**src/hw/clk_ctrl_consts.svh**
```systemverilog
/*
 Constants of the system clock control block: field widths, reset values and timing counts.
 Assumes inclusion by its bare name from the package and the design modules.
*/
`ifndef CLK_CTRL_CONSTS_SVH
`define CLK_CTRL_CONSTS_SVH

`define CC_DIV_W         8
`define CC_DIV_ONE       8'h00
`define CC_PLL_MUL_W     9
`define CC_PLL_DIV_W     6
`define CC_PLL_MUL_RST   9'h0C0
`define CC_PLL_DIV_RST   6'h10
`define CC_WAKE_LINES    16
`define CC_GAP_W         4
`define CC_SWITCH_GAP_NS 100
`define CC_CLK_PERIOD_NS 50
`define CC_SWITCH_GAP    4'((`CC_SWITCH_GAP_NS + `CC_CLK_PERIOD_NS - 1) / `CC_CLK_PERIOD_NS)
`define CC_GAP_ZERO      4'h0

`endif

```
**src/hw/clk_ctrl_pkg.sv**
```systemverilog
/*
 Types shared by the clock control modules.
 Assumes clk_ctrl_consts.svh is on the include path.
*/
`include "clk_ctrl_consts.svh"

package clk_ctrl_pkg;
   typedef enum logic [1:0] {SRC_INT_FAST, SRC_EXT_FAST, SRC_MAIN_PLL} sys_src_t;
   typedef enum logic {REF_INT_FAST, REF_EXT_FAST} pll_ref_t;
   typedef enum logic [1:0] {MODE_RUN, MODE_SLEEP, MODE_STOP, MODE_STANDBY} pwr_mode_t;
   typedef enum logic [1:0] {SW_IDLE, SW_WAIT_READY, SW_GATED, SW_SWAPPED} sw_state_t;
endpackage

```
**src/hw/div_if.sv**
```systemverilog
/*
 Carrier between the clock control top and one divider stage.
 Assumes a single sys_clk domain.
*/
`timescale 1ns/1ns
`default_nettype none
`include "clk_ctrl_consts.svh"

interface div_if;
   logic                   tick_in;
   logic [`CC_DIV_W-1:0]   ratio;
   logic                   tick_out;
   modport ctrl (output tick_in, output ratio, input tick_out);
   modport stage (input tick_in, input ratio, output tick_out);
endinterface // div_if

`default_nettype wire

```
**src/hw/tick_divider.sv**
```systemverilog
/*
 One divider stage: passes one tick out for every ratio+1 ticks in.
 Assumes tick_in is a one-cycle enable in the sys_clk domain.
*/
`timescale 1ns/1ns
`default_nettype none
`include "clk_ctrl_consts.svh"

module tick_divider (
   input  wire logic sys_clk,
   input  wire logic reset,
   div_if.stage      dv
);
   logic [`CC_DIV_W-1:0] count_ff;
   logic                 wrap;

   assign wrap        = (count_ff >= dv.ratio);
   assign dv.tick_out = dv.tick_in & wrap;

   always_ff @(posedge sys_clk) begin
      if (reset) begin
         count_ff <= `CC_DIV_ONE;
      end else if (dv.tick_in) begin
         count_ff <= wrap ? `CC_DIV_ONE : count_ff + 1'b1;
      end
   end
endmodule // tick_divider

`default_nettype wire

```
**src/hw/system_clock_control.sv**
```systemverilog
/*
 System clock control: source selection with glitch-free switch, failure fallback,
 bus clock enables, PLL configuration and low-power gating with wake sources.
 Assumes all inputs synchronous to sys_clk; sys_clk stands for the selected system clock.
*/
`timescale 1ns/1ns
`default_nettype none
`include "clk_ctrl_consts.svh"

// How it works
// RULE1 - system clock from three selectable sources
// RULE2 - main PLL reference: internal or external
// RULE3 - PLL multiply and divide factors programmable
// RULE4 - reset selects internal fast oscillator
// RULE5 - external failure forces internal oscillator automatically
// RULE6 - failure flag raises interrupt when enabled
// RULE7 - bus clock divided from system clock
// RULE8 - two peripheral clocks divided from bus
// RULE9 - software keeps bus frequencies under limits
// RULE10 - separate audio PLL, own configuration
// RULE11 - two fast and two slow sources
// RULE12 - sleep stops core clock only
// RULE13 - stop disables fast oscillators and PLL
// RULE14 - stop ends on lines, monitor, RTC, USB
// RULE15 - standby disables fast oscillators, RTC stays
// RULE16 - standby ends on reset, watchdog, pin, RTC
// RULE17 - glitch-free switch, status shows active source
module system_clock_control
   import clk_ctrl_pkg::*;
(
   input  wire logic                         sys_clk,
   input  wire logic                         reset,
   input  wire clk_ctrl_pkg::sys_src_t       src_req,
   input  wire clk_ctrl_pkg::pll_ref_t       pll_ref_req,
   input  wire logic [`CC_PLL_MUL_W-1:0]     pll_mul_req,
   input  wire logic [`CC_PLL_DIV_W-1:0]     pll_div_req,
   input  wire logic                         pll_en_req,
   input  wire logic [`CC_PLL_MUL_W-1:0]     audio_pll_mul_req,
   input  wire logic [`CC_PLL_DIV_W-1:0]     audio_pll_div_req,
   input  wire logic                         audio_pll_en_req,
   input  wire logic                         ext_osc_en_req,
   input  wire logic                         slow_xtal_en_req,
   input  wire logic                         slow_rc_en_req,
   input  wire logic [`CC_DIV_W-1:0]         hclk_div,
   input  wire logic [`CC_DIV_W-1:0]         apb1_div,
   input  wire logic [`CC_DIV_W-1:0]         apb2_div,
   input  wire logic                         int_osc_ready,
   input  wire logic                         ext_osc_ready,
   input  wire logic                         pll_locked,
   input  wire logic                         ext_osc_fail,
   input  wire logic                         fail_irq_en,
   input  wire logic                         fail_flag_clr,
   input  wire logic                         sleep_req,
   input  wire logic                         stop_req,
   input  wire logic                         standby_req,
   input  wire logic                         wake_irq,
   input  wire logic                         wake_event,
   input  wire logic [`CC_WAKE_LINES-1:0]    ext_wake_lines,
   input  wire logic                         supply_voltage_monitor,
   input  wire logic                         rtc_wake,
   input  wire logic                         usb_wake,
   input  wire logic                         external_reset_pin_n,
   input  wire logic                         independent_watchdog,
   input  wire logic                         wake_up_pin,
   output var  clk_ctrl_pkg::sys_src_t       sys_mux_sel,
   output var  clk_ctrl_pkg::sys_src_t       src_status,
   output logic                              sys_clk_gate,
   output logic                              switch_busy,
   output var  clk_ctrl_pkg::pll_ref_t       pll_ref_sel,
   output logic [`CC_PLL_MUL_W-1:0]          pll_mul,
   output logic [`CC_PLL_DIV_W-1:0]          pll_div,
   output logic [`CC_PLL_MUL_W-1:0]          audio_pll_mul,
   output logic [`CC_PLL_DIV_W-1:0]          audio_pll_div,
   output logic                              int_osc_en,
   output logic                              ext_osc_en,
   output logic                              pll_en,
   output logic                              audio_pll_en,
   output logic                              slow_xtal_en,
   output logic                              slow_rc_en,
   output logic                              fail_flag,
   output logic                              fail_irq,
   output logic                              core_clk_en,
   output logic                              hclk_tick,
   output logic                              apb1_tick,
   output logic                              apb2_tick,
   output var  clk_ctrl_pkg::pwr_mode_t      pwr_mode
);
   import clk_ctrl_pkg::*;

   // ----------------------------------------
   // registers
   // ----------------------------------------
   sys_src_t                 mux_ff, status_ff, target_ff;
   sw_state_t                sw_ff, nxt_sw;
   pwr_mode_t                mode_ff, nxt_mode;
   pll_ref_t                 ref_ff;
   logic [`CC_GAP_W-1:0]     gap_ff;
   logic                     gate_ff, fail_ff, wkpin_ff;
   logic [`CC_PLL_MUL_W-1:0] mul_ff, amul_ff;
   logic [`CC_PLL_DIV_W-1:0] div_ff, adiv_ff;

   function automatic logic src_ready(input sys_src_t s);
      case (s)
         SRC_INT_FAST: src_ready = int_osc_ready;
         SRC_EXT_FAST: src_ready = ext_osc_ready & ~ext_osc_fail;
         SRC_MAIN_PLL: src_ready = pll_locked;
         default:      src_ready = 1'b0;
      endcase
   endfunction

   // ----------------------------------------
   // source request and failure fallback
   // ----------------------------------------
   logic     ext_in_use, fail_hit, awake, gap_done, src_differs;
   sys_src_t eff_req;

   assign ext_in_use  = (status_ff == SRC_EXT_FAST) |
                        ((status_ff == SRC_MAIN_PLL) & (ref_ff == REF_EXT_FAST));
   assign fail_hit    = ext_osc_fail & ext_in_use;
   assign eff_req     = (fail_ff | fail_hit) ? SRC_INT_FAST : src_req;   // see RULE5
   assign src_differs = (eff_req != status_ff);
   assign gap_done    = (gap_ff == `CC_GAP_ZERO);
   assign awake       = (mode_ff == MODE_RUN) | (mode_ff == MODE_SLEEP);

   // ----------------------------------------
   // glitch-free switch sequence
   // ----------------------------------------
   always_comb begin
      nxt_sw = sw_ff;
      case (sw_ff)
         SW_IDLE:       if (src_differs & awake) nxt_sw = SW_WAIT_READY;   // see RULE1
         SW_WAIT_READY: if (!src_differs) begin
                           nxt_sw = SW_IDLE;
                        end else if (src_ready(eff_req)) begin
                           nxt_sw = SW_GATED;                              // see RULE17
                        end
         SW_GATED:      if (gap_done) nxt_sw = SW_SWAPPED;
         SW_SWAPPED:    if (gap_done) nxt_sw = SW_IDLE;
         default:       nxt_sw = SW_IDLE;
      endcase
   end

   always_ff @(posedge sys_clk) begin
      if (reset) begin
         sw_ff     <= SW_IDLE;
         mux_ff    <= SRC_INT_FAST;                                          // see RULE4
         status_ff <= SRC_INT_FAST;
         target_ff <= SRC_INT_FAST;
         gate_ff   <= 1'b1;
         gap_ff    <= `CC_GAP_ZERO;
      end else if (!awake) begin
         sw_ff     <= SW_IDLE;
         mux_ff    <= SRC_INT_FAST;
         status_ff <= SRC_INT_FAST;
         gate_ff   <= 1'b1;
      end else begin
         sw_ff <= nxt_sw;
         if (sw_ff == SW_WAIT_READY && nxt_sw == SW_GATED) begin
            target_ff <= eff_req;
            gate_ff   <= 1'b0;
            gap_ff    <= `CC_SWITCH_GAP;
         end else if (sw_ff == SW_GATED && gap_done) begin
            mux_ff <= target_ff;                                             // see RULE17
            gap_ff <= `CC_SWITCH_GAP;
         end else if (sw_ff == SW_SWAPPED && gap_done) begin
            gate_ff   <= 1'b1;
            status_ff <= target_ff;                                          // see RULE17
         end else if (!gap_done) begin
            gap_ff <= gap_ff - 1'b1;
         end
      end
   end

   // ----------------------------------------
   // failure flag, pll settings, wake pin edge
   // ----------------------------------------
   always_ff @(posedge sys_clk) begin
      if (reset) begin
         fail_ff  <= 1'b0;
         ref_ff   <= REF_INT_FAST;
         mul_ff   <= `CC_PLL_MUL_RST;
         div_ff   <= `CC_PLL_DIV_RST;
         amul_ff  <= `CC_PLL_MUL_RST;
         adiv_ff  <= `CC_PLL_DIV_RST;
         wkpin_ff <= 1'b0;
      end else begin
         fail_ff  <= fail_hit | (fail_ff & ~fail_flag_clr);                  // see RULE5
         wkpin_ff <= wake_up_pin;
         if (!pll_en_req) begin
            ref_ff <= pll_ref_req;                                           // see RULE2
            mul_ff <= pll_mul_req;                                           // see RULE3
            div_ff <= pll_div_req;
         end
         if (!audio_pll_en_req) begin
            amul_ff <= audio_pll_mul_req;                                    // see RULE10
            adiv_ff <= audio_pll_div_req;
         end
      end
   end

   // ----------------------------------------
   // low-power modes
   // ----------------------------------------
   logic stop_wake, standby_wake;

   assign stop_wake    = (|ext_wake_lines) | supply_voltage_monitor | rtc_wake | usb_wake;   // see RULE14
   assign standby_wake = ~external_reset_pin_n | independent_watchdog |
                         (wake_up_pin & ~wkpin_ff) | rtc_wake;               // see RULE16

   always_comb begin
      nxt_mode = mode_ff;
      case (mode_ff)
         MODE_RUN:     if (standby_req) nxt_mode = MODE_STANDBY;
                       else if (stop_req) nxt_mode = MODE_STOP;
                       else if (sleep_req) nxt_mode = MODE_SLEEP;
         MODE_SLEEP:   if (wake_irq | wake_event) nxt_mode = MODE_RUN;      // see RULE12
         MODE_STOP:    if (stop_wake) nxt_mode = MODE_RUN;
         MODE_STANDBY: if (standby_wake) nxt_mode = MODE_RUN;
         default:      nxt_mode = MODE_RUN;
      endcase
   end

   always_ff @(posedge sys_clk) begin
      if (reset) begin
         mode_ff <= MODE_RUN;
      end else begin
         mode_ff <= nxt_mode;
      end
   end

   // ----------------------------------------
   // bus clock dividers
   // ----------------------------------------
   div_if hdiv ();
   div_if p1div ();
   div_if p2div ();

   assign hdiv.tick_in  = gate_ff & awake;                                   // see RULE7
   assign hdiv.ratio    = hclk_div;
   assign p1div.tick_in = hdiv.tick_out;                                     // see RULE8
   assign p1div.ratio   = apb1_div;
   assign p2div.tick_in = hdiv.tick_out;
   assign p2div.ratio   = apb2_div;

   tick_divider u_hdiv  (.sys_clk(sys_clk), .reset(reset), .dv(hdiv));
   tick_divider u_p1div (.sys_clk(sys_clk), .reset(reset), .dv(p1div));
   tick_divider u_p2div (.sys_clk(sys_clk), .reset(reset), .dv(p2div));

   // ----------------------------------------
   // outputs
   // ----------------------------------------
   assign sys_mux_sel   = mux_ff;
   assign src_status    = status_ff;
   assign sys_clk_gate  = gate_ff;
   assign switch_busy   = (sw_ff != SW_IDLE);
   assign pll_ref_sel   = ref_ff;
   assign pll_mul       = mul_ff;
   assign pll_div       = div_ff;
   assign audio_pll_mul = amul_ff;
   assign audio_pll_div = adiv_ff;
   assign int_osc_en    = awake;                                             // see RULE13 see RULE15
   assign ext_osc_en    = awake & ext_osc_en_req;                            // see RULE11
   assign pll_en        = awake & pll_en_req;
   assign audio_pll_en  = awake & audio_pll_en_req;
   assign slow_xtal_en  = slow_xtal_en_req;
   assign slow_rc_en    = slow_rc_en_req;
   assign fail_flag     = fail_ff;
   assign fail_irq      = fail_ff & fail_irq_en;                             // see RULE6
   assign core_clk_en   = gate_ff & (mode_ff == MODE_RUN);                   // see RULE12
   assign hclk_tick     = hdiv.tick_out;
   assign apb1_tick     = p1div.tick_out;
   assign apb2_tick     = p2div.tick_out;
   assign pwr_mode      = mode_ff;
endmodule // system_clock_control

`default_nettype wire

```
**config.mk**
```make
export PLATFORM = sky130hd
export DESIGN_NAME = system_clock_control
export DESIGN_NICKNAME = d
export VERILOG_FILES = /design/src/hw/clk_ctrl_pkg.sv /design/src/hw/div_if.sv /design/src/hw/tick_divider.sv /design/src/hw/system_clock_control.sv
export VERILOG_INCLUDE_DIRS = /design/src /design/src/hw
export SDC_FILE = /design/constraint.sdc
export NUM_CORES = 1
export LEC_CHECK = 0
export ABC_AREA = 1
export BUFFER_PORTS_ARGS = -buffer_cell sky130_fd_sc_hd__buf_2
export CORE_UTILIZATION = 45
export DETAILED_ROUTE_END_ITERATION = 10
export GPL_TIMING_DRIVEN = 0
export PLACE_DENSITY = 0.72
export SLEW_MARGIN = 40
export SYNTH_ARGS = -nofsm -noshare
export SYNTH_HDL_FRONTEND = slang
export SYNTH_HIERARCHICAL = 1
export SYNTH_SLANG_ARGS = --single-unit
```
**constraint.sdc**
```tcl
create_clock -name sys_clk -period 2.3 [get_ports sys_clk]
set_input_delay 0.345 -clock sys_clk [delete_from_list [all_inputs] [get_ports sys_clk]]
set_output_delay 0.345 -clock sys_clk [all_outputs]
set_load 0.005 [all_outputs]
```
==> flow_summary.toml <==
[worst_setup_path]
critPathLaunch = "u_hdiv/count_ff[7]"
slowest_delay_ns = 0.34
critPathCapture = "apb1_tick"
endpoint_kind = "output port"
critPathLaunchType = "flip-flop"
rrSetupSlack_ns = 0.20
critical_path.cell_chain = "ha_1 -> a21o_1 -> nor2_1 -> nand3_1 -> nand2_2 -> clkinvlp_4 -> nand2_2 -> inv_1 -> buf_2"
cp_max_fo = 5
r2r-start = "u_hdiv/count_ff[7]"
critPathMostFrequentCell = "nand2_2"
critPathKind = "flip-flop to output port"
cpMaxStageDelayCell = "dfxtp_2"
ff2ff_path_depth = 13
cp.arrival_ns = 1.83
regToRegEndpoint = "u_p2div/count_ff[6]"
worstPathRequired_ns = 1.96

[pwr]
finalPower_mw = 3.19
ir_worst_vdd_uv = 343
leakage_nw = 2.70
p_per_area_nw_per_um2 = 627

[synth]
synth_xor_area_share_pct = 4.25
yosysUniqueCellTypes = 33
synth-main-ff-cell = "dfxtp_1"
synth_top_area_share_pct = 36.8
yosysMostFrequentCell = "nor2_1"
synth_compound_area_share_pct = 7.89
syn_area_um2 = 3920
synth.area.top_cells = "dfxtp_1 (37%), nor2_1 (12%), ha_1 (8.9%)"
ys_ff_latch = 72
synth_nets = 670
yosys.area_share.adder_pct = 8.95
async_reset_ff_share_pct = 0
synth_mux_area_share_pct = 0.767
synth_cells = 545
syn_avg_cell_area_um2 = 7.19
synth_edf_count = 0
synth_simple_gate_area_share_pct = 32.2
synth_common_cells = "nor2_1 (127), inv_1 (77), nand2_1 (77)"
ys_warn_count = 6
synth_top_family_by_area = "simple AND/OR/NAND/NOR gates"
synth_area_leader_cell = "dfxtp_1"
yosysSeqAreaShare_pct = 36.8

[cts]
clkSlewWorstSetupHoldPaths_ns = 0.08
clkLatencyLatePin_ns = 0.34
clock_sinks = 72
ctsLongestPathBuffers = 2
root_buffer = "clkbuf_8"
cts_tree = "built"
htreeDepth = 3
cts_made_buffers = 9

[finish]
nets = 832
drive_gt1_share_pct = 30.8
n_antenna_cell = 0
fin_util_pct = 61.3
stdcell_count = 817
area_growth_pct = 30.0
stdcell_area_um2 = 5090

[global_routing]
grt_pass1_wl_mm = 14.8
grt_pass1_vias = 3594
antenna_found_initial = 0
grt_overflow = 0
grt_max_degree = 14
globalRouteTotalUtil_pct = 20.8

[drt]
antenna_left = 0
totalWireLength_mm = 9.04
drtPass1Iterations = 4
vias = 3842
wl_per_cell_um = 11.1
drt_iter0_markers = 87
via_per_inst = 4.70
route.detailed.drc = 0

[floorplanning]
boundaryPins = 148
start_util_pct = 47.2
die_h_um = 95.3
core_area_um2 = 8300
rows = 33
die-width_um = 95.3
die_area_um2 = 9080

[outcome]
status = "complete, no violations"

[sta]
max_freq_mhz = 459
finalHoldViolCount = 0
timing.setup.tns_ns = 0
worst_pin_slew_ns = 0.474
finClkSkew_ns = 0.0101
hold_slack_ns = 0.204
maxSlewHeadroom_pct = 68.2
slew_violations = 0
fin_crit_sh_pct = 94.8
fin_ws_ns = 0.120
fin_crit_ns = 2.18
setup_viol = 0

[placed_design]
pre_cts_slack_ns = -0.0933
portBuffers = 145
hpwl_mm = 7.12
dp_cells = 795
globalplace.congestion = 0.835
dpl_cell_area_um2 = 4770

[min_path]
hold_path_depth = 3
worstHoldPathType = "primary input to flip-flop"

[flow_run]
maxCapViolations = 0
-- critical path, delay by kind of cell (launching register included) --
| kind | cells | cell delay (ns) |
|---|---|---|
| buf+inv | 3 | 0.29 |
| compound gates | 1 | 0.18 |
| flops | 1 | 0.34 |
| simple gates | 4 | 0.39 |
| fa+ha+maj | 1 | 0.30 |
-- cells in the final DEF, fill, tap and decap left out, types with 4 or more instances in the layout --
cell type    n
buf_4        9
xnor2_1      6
clkbuf_8     9
nand2_1     73
o21ai_0     34
nand3_1     18
nand4_1     11
a21oi_1     19
buf_2      145
ha_1        26
nor2_1     126
xor2_1      13
inv_1       76
nor3_1       4
dfxtp_1     67
nand2_2     14
nor2_2       5
clkbuf_1     8
-- metal layers --
layer | up-vias | global-route usage [%] | routed length, µm
met4 | 0 | 6.06 | 93
met2 | 113 | 37.7 | 4370
li1 | 2036 | - | -
met5 | - | 0 | 0
met1 | 1685 | 23.5 | 3950
met3 | 8 | 6.06 | 627
-- report_power, final --
part / switching (mW) / internal (mW)
Combinational: 0.397 / 0.306
Sequential: 0.0578 / 1.34
Clock: 0.481 / 0.612
Total: 0.936 / 2.26
-- registers in the layout, indices dropped and copies added, names as in the netlist --
signal / cells
gap_ff: 4
wkpin_ff: 1
pll_ref_sel: 1
u_hdiv/count_ff: 8
audio_pll_mul: 9
sys_mux_sel: 2
sys_clk_gate: 1
fail_flag: 1
audio_pll_div: 6
sw_ff: 2
src_status: 2
pwr_mode: 2
pll_div: 6
u_p2div/count_ff: 8
target_ff: 2
pll_mul: 9
u_p1div/count_ff: 8
-- cell type report --
| class | instances | area, µm² |
|---|---|---|
| Timing Repair Buffer | 151 | 771 |
| Sequential cell | 72 | 1450 |
| Buffer | 11 | 52.6 |
| Multi-Input combinational cell | 381 | 2160 |
| Clock inverter | 7 | 95.1 |
| Fill cell | 791 | 3210 |
| Clock buffer | 9 | 124 |
| Inverter | 81 | 308 |
| Tap cell | 105 | 131 |
-- how the worst min path moves through the flow --
stage	start	end	slack [ns]
2_1_floorplan	target_ff[0]	src_status[0]	0.45
3_3_place_gp	pll_mul[6]	pll_mul[6]	0.45
3_5_place_dp	pll_mul[6]	pll_mul[6]	0.46
4_1_cts	pll_div_req[4]	pll_div[4]	0.19
5_1_grt	pll_mul_req[7]	pll_mul[7]	0.21
6_report	pll_mul_req[7]	pll_mul[7]	0.20
-- repair_timing --
action / 4_1_cts / 5_1_grt
gates resized for setup: 3 / 12
endpoints found under the setup margin: 3 / 5
pin swaps: 0 / 7
cloned: 0 / 0
hold buffers: 0 / 0
buffers inserted: 2 / 4
-- kinds of logic after synthesis --
family,count (synthesis)
compound gates,59
xor+xnor,19
fa+ha+maj,28
simple gates,272
mux,3
buf+inv,92
flops,72
Power figures use the tool's default switching activity.
